`src/hw/rlf_regs.vh`:
```
// Purpose: Register map, reset values and field positions of the framer
//          configuration bank.
// Assumes: Byte addresses relative to the core base, one 32-bit word each.
// Notes:   Definitions only.
`ifndef RLF_REGS_VH
`define RLF_REGS_VH

// Core base addresses
`define RLF_BASE_INIT 32'h60070000
`define RLF_BASE_TGT 32'h60060000
`define RLF_WIN_BITS 12

// Register byte offsets
`define RLF_OFS_CTRL 12'h000
`define RLF_OFS_TX_SEQ 12'h004
`define RLF_OFS_RX_SEQ 12'h008
`define RLF_OFS_TX_K 12'h00C
`define RLF_OFS_RX_K 12'h010
`define RLF_OFS_TX_D1 12'h014
`define RLF_OFS_RX_D1 12'h018
`define RLF_OFS_TX_DY 12'h01C
`define RLF_OFS_RX_DY 12'h020
`define RLF_OFS_TX_VER 12'h024
`define RLF_OFS_TX_ETH 12'h02C
`define RLF_OFS_RX_ETH 12'h030
`define RLF_OFS_TIMEOUT 12'h100
`define RLF_OFS_HF_LEN 12'h104
`define RLF_OFS_STATUS 12'h108

// Reset values, equal to the usual programming values
`define RLF_RST_CTRL 32'h00000000
`define RLF_RST_SEQ 32'h0000001F
`define RLF_RST_K 32'h000000BC
`define RLF_RST_D 32'h00000050
`define RLF_RST_VER 32'h00000001
`define RLF_RST_ETH 32'h00000014
`define RLF_RST_TIMEOUT 32'h000F4240
`define RLF_RST_HF_LEN 32'h00001FFF

// Control word fields
`define RLF_CTRL_MAP 0
`define RLF_CTRL_DEMAP 1
`define RLF_CTRL_L1 2
`define RLF_CTRL_CORE 3

// Status word fields
`define RLF_ST_BUS_REL 0
`define RLF_ST_LANE_REL 1
`define RLF_ST_TIMEOUT 2
`define RLF_ST_LANE_ID 3

// Register slots; 4'hF marks an unmapped offset
`define RLF_SLOT_STATUS 4'hE
`define RLF_SLOT_NONE 4'hF
`define RLF_NUM_SLOTS 14

`endif

```
`src/hw/rlf_config_regs.v`:
```
// Purpose: AHB-Lite configuration bank, resets, sync timer, hyperframes.
// Assumes: One clock; bus and lane-facing logic share ref_clk_i.
// Notes:   Lane domains are collapsed onto the one clock.
// Summary of operation
// Initiator base 0x60070000, target base 0x60060000
// Software programs control word last
// Offset 0x04 holds transmit sequence limit
// Offset 0x08 holds receive sequence limit
// K character copies at 0x0C, 0x10
// First D character copies at 0x14, 0x18
// Remaining D character copies at 0x1C, 0x20
// Transmit Ethernet pointer at 0x2C
// Receive Ethernet pointer at 0x30
// Protocol version at 0x24, value one
// Offset 0x100 sets L1 sync timeout
// Offset 0x104 sets hyperframe length count
// Control bits enable mapper, demapper, sync, core
// Framing logic on lane clock, apart from bus
// AHB port in the bus clock domain
// Bus reset needs lock, external reset, init done
// Lane resets need external reset, init done
// Lane 0 initiator, lane 1 target
// Reads return last write; safe transfer to lanes
`include "rlf_regs.vh"
`default_nettype none

module rlf_config_regs #(
  parameter IS_TARGET = 0
) (
  input wire ref_clk_i,
  input wire sys_rst_i,
  input wire ce_i,
  input wire external_reset_n_i,
  input wire pll_lock_i,
  input wire init_done_i,
  input wire sync_ok_i,
  input wire hsel_i,
  input wire [31:0] haddr_i,
  input wire [1:0] htrans_i,
  input wire hwrite_i,
  input wire [2:0] hsize_i,
  input wire [31:0] hwdata_i,
  input wire hready_i,
  output reg [31:0] hrdata_o,
  output reg hready_o,
  output reg hresp_o,
  output reg bus_rst_n_o,
  output reg lane_tx_rst_n_o,
  output reg lane_rx_rst_n_o,
  output reg map_en_o,
  output reg demap_en_o,
  output reg l1_sync_en_o,
  output reg core_en_o,
  output reg [7:0] tx_sequence_limit_o,
  output reg [7:0] rx_sequence_limit_o,
  output reg [7:0] tx_sync_k_o,
  output reg [7:0] rx_sync_k_o,
  output reg [7:0] tx_sync_d_first_o,
  output reg [7:0] rx_sync_d_first_o,
  output reg [7:0] tx_sync_d_rest_o,
  output reg [7:0] rx_sync_d_rest_o,
  output reg [7:0] tx_protocol_version_o,
  output reg [7:0] tx_eth_pointer_o,
  output reg [7:0] rx_eth_pointer_o,
  output reg sync_timeout_o,
  output reg hf_start_o
);

  // Base address follows the lane role
  localparam [31:0] BASE = IS_TARGET ? `RLF_BASE_TGT : `RLF_BASE_INIT;
  localparam LANE_ID = IS_TARGET ? 1 : 0;
  localparam [3:0] S_CTRL = 4'h0;
  localparam [3:0] S_TX_SEQ = 4'h1;
  localparam [3:0] S_RX_SEQ = 4'h2;
  localparam [3:0] S_TX_K = 4'h3;
  localparam [3:0] S_RX_K = 4'h4;
  localparam [3:0] S_TX_D1 = 4'h5;
  localparam [3:0] S_RX_D1 = 4'h6;
  localparam [3:0] S_TX_DY = 4'h7;
  localparam [3:0] S_RX_DY = 4'h8;
  localparam [3:0] S_TX_VER = 4'h9;
  localparam [3:0] S_TX_ETH = 4'hA;
  localparam [3:0] S_RX_ETH = 4'hB;
  localparam [3:0] S_TIMEOUT = 4'hC;
  localparam [3:0] S_HF_LEN = 4'hD;
  // Bus response states
  localparam [1:0] B_IDLE = 2'b00;
  localparam [1:0] B_DATA = 2'b01;
  localparam [1:0] B_ERR1 = 2'b10;

  // Offset to storage slot
  function [3:0] slot_of;
    input [11:0] ofs;
    begin
      case (ofs)
        `RLF_OFS_CTRL: slot_of = S_CTRL;
        `RLF_OFS_TX_SEQ: slot_of = S_TX_SEQ;
        `RLF_OFS_RX_SEQ: slot_of = S_RX_SEQ;
        `RLF_OFS_TX_K: slot_of = S_TX_K;
        `RLF_OFS_RX_K: slot_of = S_RX_K;
        `RLF_OFS_TX_D1: slot_of = S_TX_D1;
        `RLF_OFS_RX_D1: slot_of = S_RX_D1;
        `RLF_OFS_TX_DY: slot_of = S_TX_DY;
        `RLF_OFS_RX_DY: slot_of = S_RX_DY;
        `RLF_OFS_TX_VER: slot_of = S_TX_VER;
        `RLF_OFS_TX_ETH: slot_of = S_TX_ETH;
        `RLF_OFS_RX_ETH: slot_of = S_RX_ETH;
        `RLF_OFS_TIMEOUT: slot_of = S_TIMEOUT;
        `RLF_OFS_HF_LEN: slot_of = S_HF_LEN;
        `RLF_OFS_STATUS: slot_of = `RLF_SLOT_STATUS;
        default: slot_of = `RLF_SLOT_NONE;
      endcase
    end
  endfunction

  // Reset value of each slot
  function [31:0] rst_val;
    input [3:0] s;
    begin
      case (s)
        S_TX_SEQ, S_RX_SEQ: rst_val = `RLF_RST_SEQ;
        S_TX_K, S_RX_K: rst_val = `RLF_RST_K;
        S_TX_D1, S_RX_D1, S_TX_DY, S_RX_DY: rst_val = `RLF_RST_D;
        S_TX_VER: rst_val = `RLF_RST_VER;
        S_TX_ETH, S_RX_ETH: rst_val = `RLF_RST_ETH;
        S_TIMEOUT: rst_val = `RLF_RST_TIMEOUT;
        S_HF_LEN: rst_val = `RLF_RST_HF_LEN;
        default: rst_val = `RLF_RST_CTRL;
      endcase
    end
  endfunction

  // Byte lane mask from transfer size and low address bits
  function [3:0] lane_mask;
    input [2:0] size;
    input [1:0] a;
    begin
      case (size)
        3'b000: lane_mask = 4'h1 << a;
        3'b001: lane_mask = a[1] ? 4'hC : 4'h3;
        default: lane_mask = 4'hF;
      endcase
    end
  endfunction

  // Merge written bytes over the old word
  function [31:0] merge;
    input [31:0] old;
    input [31:0] wd;
    input [3:0] m;
    integer b;
    begin
      merge = old;
      for (b = 0; b < 4; b = b + 1) begin
        if (m[b]) begin
          merge[b*8 +: 8] = wd[b*8 +: 8];
        end
      end
    end
  endfunction

  reg [31:0] cfg_q [0:`RLF_NUM_SLOTS-1];
  reg [1:0] bus_st_q;
  reg [3:0] wr_slot_q;
  reg [3:0] wr_mask_q;
  reg wr_pend_q;
  reg lane_rel_q;
  reg [31:0] tmo_cnt_q;
  reg [31:0] hf_cnt_q;
  wire [3:0] a_slot;
  wire a_hit;
  wire a_go;
  wire a_bad;
  wire [3:0] a_mask;
  wire [31:0] a_word;
  wire [31:0] status_w;
  wire [31:0] ctrl_w;
  integer i;

  // Address phase decode; the 4 KB window sits at the core base
  assign a_go = hsel_i & hready_i & htrans_i[1];
  assign a_hit = haddr_i[31:`RLF_WIN_BITS] == BASE[31:`RLF_WIN_BITS];
  assign a_slot = slot_of(haddr_i[11:0] & 12'hFFC);
  assign a_bad = ~a_hit | (a_slot == `RLF_SLOT_NONE);
  assign a_mask = lane_mask(hsize_i, haddr_i[1:0]);
  assign ctrl_w = cfg_q[S_CTRL];

  // Status shows reset release, sync timeout and lane role
  assign status_w = {28'h0000000, LANE_ID[0], sync_timeout_o, lane_rel_q,
                     bus_rst_n_o};

  // Read word; a write still in its data phase is forwarded, so a
  // back-to-back read never returns the stale value
  assign a_word = (a_slot == `RLF_SLOT_STATUS) ? status_w :
                  (wr_pend_q && wr_slot_q == a_slot) ?
                  merge(cfg_q[a_slot], hwdata_i, wr_mask_q) :
                  cfg_q[a_slot];

  // Reset release from the board-level conditions
  always @(posedge ref_clk_i) begin
    if (sys_rst_i) begin
      bus_rst_n_o <= 1'b0;
      lane_tx_rst_n_o <= 1'b0;
      lane_rx_rst_n_o <= 1'b0;
      lane_rel_q <= 1'b0;
    end else if (ce_i) begin
      bus_rst_n_o <= pll_lock_i & external_reset_n_i & init_done_i;
      lane_rel_q <= external_reset_n_i & init_done_i;
      lane_tx_rst_n_o <= external_reset_n_i & init_done_i;
      lane_rx_rst_n_o <= external_reset_n_i & init_done_i;
    end
  end

  // AHB-Lite slave: zero wait for mapped words, two-cycle ERROR otherwise
  always @(posedge ref_clk_i) begin
    if (sys_rst_i || !bus_rst_n_o) begin
      bus_st_q <= B_IDLE;
      hready_o <= 1'b1;
      hresp_o <= 1'b0;
      hrdata_o <= 32'h00000000;
      wr_pend_q <= 1'b0;
      wr_slot_q <= 4'h0;
      wr_mask_q <= 4'h0;
    end else if (ce_i) begin
      case (bus_st_q)
        B_ERR1: begin
          bus_st_q <= B_IDLE;
          hready_o <= 1'b1;
          hresp_o <= 1'b1;
        end
        default: begin
          hresp_o <= 1'b0;
          hready_o <= 1'b1;
          wr_pend_q <= 1'b0;
          bus_st_q <= B_IDLE;
          if (a_go) begin
            if (a_bad) begin
              bus_st_q <= B_ERR1;
              hready_o <= 1'b0;
              hresp_o <= 1'b1;
              hrdata_o <= 32'h00000000;
            end else begin
              bus_st_q <= B_DATA;
              wr_pend_q <= hwrite_i & (a_slot != `RLF_SLOT_STATUS);
              wr_slot_q <= a_slot;
              wr_mask_q <= a_mask;
              hrdata_o <= hwrite_i ? 32'h00000000 : a_word;
            end
          end
        end
      endcase
    end
  end

  // Register storage, written in the data phase
  always @(posedge ref_clk_i) begin
    if (sys_rst_i || !bus_rst_n_o) begin
      for (i = 0; i < `RLF_NUM_SLOTS; i = i + 1) begin
        cfg_q[i] <= rst_val(i[3:0]);
      end
    end else if (ce_i && wr_pend_q) begin
      cfg_q[wr_slot_q] <= merge(cfg_q[wr_slot_q], hwdata_i, wr_mask_q);
    end
  end

  // Lane-facing copies; held in reset until the lane is released, and
  // taken from settled storage so a field never changes mid-word
  always @(posedge ref_clk_i) begin
    if (sys_rst_i || !lane_rel_q) begin
      map_en_o <= 1'b0;
      demap_en_o <= 1'b0;
      l1_sync_en_o <= 1'b0;
      core_en_o <= 1'b0;
      tx_sequence_limit_o <= 8'h00;
      rx_sequence_limit_o <= 8'h00;
      tx_sync_k_o <= 8'h00;
      rx_sync_k_o <= 8'h00;
      tx_sync_d_first_o <= 8'h00;
      rx_sync_d_first_o <= 8'h00;
      tx_sync_d_rest_o <= 8'h00;
      rx_sync_d_rest_o <= 8'h00;
      tx_protocol_version_o <= 8'h00;
      tx_eth_pointer_o <= 8'h00;
      rx_eth_pointer_o <= 8'h00;
    end else if (ce_i) begin
      map_en_o <= ctrl_w[`RLF_CTRL_MAP];
      demap_en_o <= ctrl_w[`RLF_CTRL_DEMAP];
      l1_sync_en_o <= ctrl_w[`RLF_CTRL_L1];
      core_en_o <= ctrl_w[`RLF_CTRL_CORE];
      tx_sequence_limit_o <= cfg_q[S_TX_SEQ][7:0];
      rx_sequence_limit_o <= cfg_q[S_RX_SEQ][7:0];
      tx_sync_k_o <= cfg_q[S_TX_K][7:0];
      rx_sync_k_o <= cfg_q[S_RX_K][7:0];
      tx_sync_d_first_o <= cfg_q[S_TX_D1][7:0];
      rx_sync_d_first_o <= cfg_q[S_RX_D1][7:0];
      tx_sync_d_rest_o <= cfg_q[S_TX_DY][7:0];
      rx_sync_d_rest_o <= cfg_q[S_RX_DY][7:0];
      tx_protocol_version_o <= cfg_q[S_TX_VER][7:0];
      tx_eth_pointer_o <= cfg_q[S_TX_ETH][7:0];
      rx_eth_pointer_o <= cfg_q[S_RX_ETH][7:0];
    end
  end

  // L1 sync timer: runs while sync is enabled and not yet achieved;
  // the flag holds until sync is seen or the machine is disabled
  always @(posedge ref_clk_i) begin
    if (sys_rst_i || !lane_rel_q) begin
      tmo_cnt_q <= 32'h00000000;
      sync_timeout_o <= 1'b0;
    end else if (ce_i) begin
      if (!l1_sync_en_o || sync_ok_i) begin
        tmo_cnt_q <= 32'h00000000;
        sync_timeout_o <= 1'b0;
      end else if (tmo_cnt_q >= cfg_q[S_TIMEOUT]) begin
        sync_timeout_o <= 1'b1;
      end else begin
        tmo_cnt_q <= tmo_cnt_q + 32'h00000001;
      end
    end
  end

  // Hyperframe counter: wraps after the programmed count, pulsing at start
  always @(posedge ref_clk_i) begin
    if (sys_rst_i || !lane_rel_q) begin
      hf_cnt_q <= 32'h00000000;
      hf_start_o <= 1'b0;
    end else if (ce_i) begin
      if (!core_en_o) begin
        hf_cnt_q <= 32'h00000000;
        hf_start_o <= 1'b0;
      end else if (hf_cnt_q >= cfg_q[S_HF_LEN]) begin
        hf_cnt_q <= 32'h00000000;
        hf_start_o <= 1'b1;
      end else begin
        hf_cnt_q <= hf_cnt_q + 32'h00000001;
        hf_start_o <= 1'b0;
      end
    end
  end

endmodule

`default_nettype wire

```
`config.mk`:
```
export PLATFORM = sky130hd
export DESIGN_NAME = rlf_config_regs
export DESIGN_NICKNAME = d
export VERILOG_FILES = /design/src/hw/rlf_config_regs.v
export VERILOG_INCLUDE_DIRS = /design/src /design/src/hw
export SDC_FILE = /design/constraint.sdc
export NUM_CORES = 1
export LEC_CHECK = 0
export BUFFER_PORTS_ARGS = -buffer_cell sky130_fd_sc_hd__buf_2
export CORE_UTILIZATION = 35
export CTS_BUF_LIST = sky130_fd_sc_hd__clkbuf_8
export DETAILED_ROUTE_END_ITERATION = 12
export PLACE_DENSITY = 0.53
export SETUP_SLACK_MARGIN = 0.2
export SLEW_MARGIN = 20
export SYNTH_ARGS = -nofsm -noshare
export SYNTH_HDL_FRONTEND = slang
export SYNTH_SLANG_ARGS = --single-unit
```
`constraint.sdc`:
```
create_clock -name ref_clk_i -period 4.1 [get_ports ref_clk_i]
set_input_delay 1.23 -clock ref_clk_i [delete_from_list [all_inputs] [get_ports ref_clk_i]]
set_output_delay 1.23 -clock ref_clk_i [all_outputs]
set_load 0.05 [all_outputs]
```
==> flow_summary.toml <==
[finish]
nFillCells = 9077
drive_gt1_frac = 0.172
syn2layout_area_growth_pct = 17.3
finalNonFillerCells = 4651
nNetsFinal = 3434
design_area_sq_mm = 0.0387

[detailed_routing]
first_pass_iters = 6
wl_per_cell_um = 24.4
antenna_left = 0
viasPerCell = 5.47
totalWireLength_um = 114000
vias = 25400
drt_iter0_markers = 2326
drcViolationCount = 0

[yosys]
synth_cell_types = 89
yosys-top-cells-count = "edfxtp_1, and2_1, nor2_1, dfxtp_1, nand2_1"
synth_cells = 3001
synthMuxAreaShare = 0.0392
syn-num-nets = 3146
synth_top_cell_by_area = "edfxtp_1"
synthSimpleGateAreaFrac = 0.181
yosys.area.top_type_share = 0.453
yosys_warnings = 0
synth_top_family_by_area = "simple AND/OR/NAND/NOR gates"
postSynthAreaPerCell_sq_um = 11.0
synth_adder_area_share = 0.0250
yosys.cell_count.top_type = "edfxtp_1"
synth_edf_count = 497
synthXorXnorAreaFrac = 0.00345
synth_area_leaders = "edfxtp_1, dfxtp_1, and2_1, mux2i_1, nor2_1"
synth-seq-cells = 702
yosysSeqAreaShare = 0.577
ys_async_sr_fraction = 0
synth_ff_type = "edfxtp_1"
syn_area_sq_mm = 0.0330
synth_compound_area_frac = 0.139

[placed_design]
portBuffers = 208
dp_hpwl_um = 79300
placed_cells = 4422
dpl-instance-area_sq_mm = 0.0364
place_congestion = 0.888

[floorplanning]
initial_utilization = 0.353
core-area_sq_mm = 0.0933
io_pins = 210
die_h_um = 309
placementRows = 112
fp.dieW_um = 309
dieArea_sq_mm = 0.0955

[worst_hold_path]
holdCritPathClass = "reg2reg"
min-delay-start = "bus_st_q[0]"

[cts]
clock-sinks = 702
cts.repair.resized = 0
cts_setup_buffers = 0
htreeDepth = 3
clkTransAtPathRegs_ns = 0.06
root_buffer = "clkbuf_8"
clk_latency_ns = 0.79
cts_buffers = 119
cts_tree = "done"
cts_buffer_depth = 3
ctsHoldBuffers = 0

[worst_setup_path]
worst-setup-path-type = "in2reg"
critical_path.startpoint = "haddr_i[4]"
startpoint_type = "input pin"
cp.arrival_ns = 4.14
end_kind = "flop"
required_ns = 4.81
cp_max_fo = 29
regToRegStartpoint = "cfg_q[12][0]"

[sta]
post-route-period-util = 0.838
rsz0062_at_grt = "false"
finClkSkew_ns = 0.0694
hold_viol_final = 0
max_freq_ghz = 0.291
period_needed_ns = 3.44
slew_viol_final = 0
setup_tns_ns = 0
slew_headroom = 0.242
tightest_slew_ns = 1.13
setup_viol = 0

[status]
status = "finished, final reports clean"

[flow_run]
max_cap_viol_count = 0

[global_routing]
gr-total-overflow = 0
grt_max_degree = 94
grt_use_total = 0.234
antenna_found_initial = 7
grt_pass1_vias = 24200
grt_pass1_wl_um = 164000

[power_and_ir_drop]
power.density_mw_per_mm2 = 369
peakVddDrop_v = 0.000229
leakage_nw = 15.3
p_total_w = 0.0143
==> flip-flops by register name, summed over array words and instances (netlist names), 2 cells and up <==
register	count
cfg_q	497
hf_cnt_q	32
hrdata_o	32
tmo_cnt_q	32
rx_eth_pointer_o	8
rx_sequence_limit_o	8
rx_sync_d_first_o	8
rx_sync_d_rest_o	8
rx_sync_k_o	8
tx_eth_pointer_o	8
tx_protocol_version_o	8
tx_sequence_limit_o	8
tx_sync_d_first_o	8
tx_sync_d_rest_o	8
tx_sync_k_o	8
wr_mask_q	4
wr_slot_q	4
bus_st_q	2
==> per-stage QoR <==
step                hold WS [ns]  worst slack, ns  utilization
floorplan                  0.442            0.734            -
global placement           0.450           0.0401        0.390
detailed placement         0.461        -0.000709        0.390
CTS                        0.470            0.817        0.415
global route               0.482            0.583        0.415
finish                     0.470            0.664        0.415
==> placed cells by master (no fill, tap or decap), types with 119 or more instances in the layout <==
master    Yosys  layout
and2_1      401     399
buf_2        35     207
buf_4         7     139
clkbuf_8      0     133
dfxtp_1     205     205
edfxtp_1    497     497
inv_1        79     138
mux2i_1     119     119
nand2_1     167     163
nor2_1      267     266
o21ai_0     158     145
==> report_power, final <==
| group | switching, W | internal (W) | leakage, nW |
|---|---|---|---|
| sequential | 0.0000297 | 0.00758 | 7.34 |
| combinational | 0.000343 | 0.000138 | 6.60 |
| clock | 0.00301 | 0.00316 | 1.40 |
| total | 0.00339 | 0.0109 | 15.3 |
==> layer usage <==
| layer | vias up | part of all wire | global-route usage |
|---|---|---|---|
| met5 | - | 0.00032 | 0 |
| met4 | 6 | 0.021 | 0.0630 |
| met3 | 147 | 0.082 | 0.0473 |
| met2 | 1034 | 0.45 | 0.365 |
| met1 | 12500 | 0.44 | 0.329 |
| li1 | 11700 | - | - |
==> cells by family (layout without fill, tap and decap cells) <==
| group | count (synthesis) | in the layout |
|---|---|---|
| mux | 128 | 128 |
| flops | 702 | 702 |
| xor+xnor | 13 | 13 |
| other cells | 0 | 2 |
| simple gates | 1125 | 1125 |
| buf+inv | 283 | 677 |
| fa+ha+maj | 66 | 66 |
| compound gates | 684 | 684 |
==> worst paths after layout <==
kind | end | slack, ns | cells past startpoint
setup / recovery | hrdata_o[3] | 0.66 | 11
hold / removal | bus_st_q[0] | 0.47 | 2
setup reg to reg | tmo_cnt_q[26] | 0.82 | 10
hold reg to reg | bus_st_q[0] | 0.47 | 2
==> worst max-delay path, cell delays in order <==
cell and delay, ns:
buf_2 0.12, buf_4 0.18, and2_1 0.18, o31ai_1 0.78, o21ai_4 0.21, nand2_2 0.14, buf_12 0.23, o22ai_1 0.13
o311ai_0 0.55, o211ai_1 0.20, o21ai_2 0.16
==> final cells by class <==
type,count,area (sq um),share of cell area
timing repair buffer,371,2570,0.0665
inverter,79,297,0.00766
sequential,702,19000,0.492
clock inverter,94,477,0.0123
tap,1254,1570,0.0406
antenna,2,5.00,0.000129
multi-input combinational,2016,12900,0.334
clock buffer,133,1830,0.0473
No activity file was read; power rests on OpenSTA's default activity.
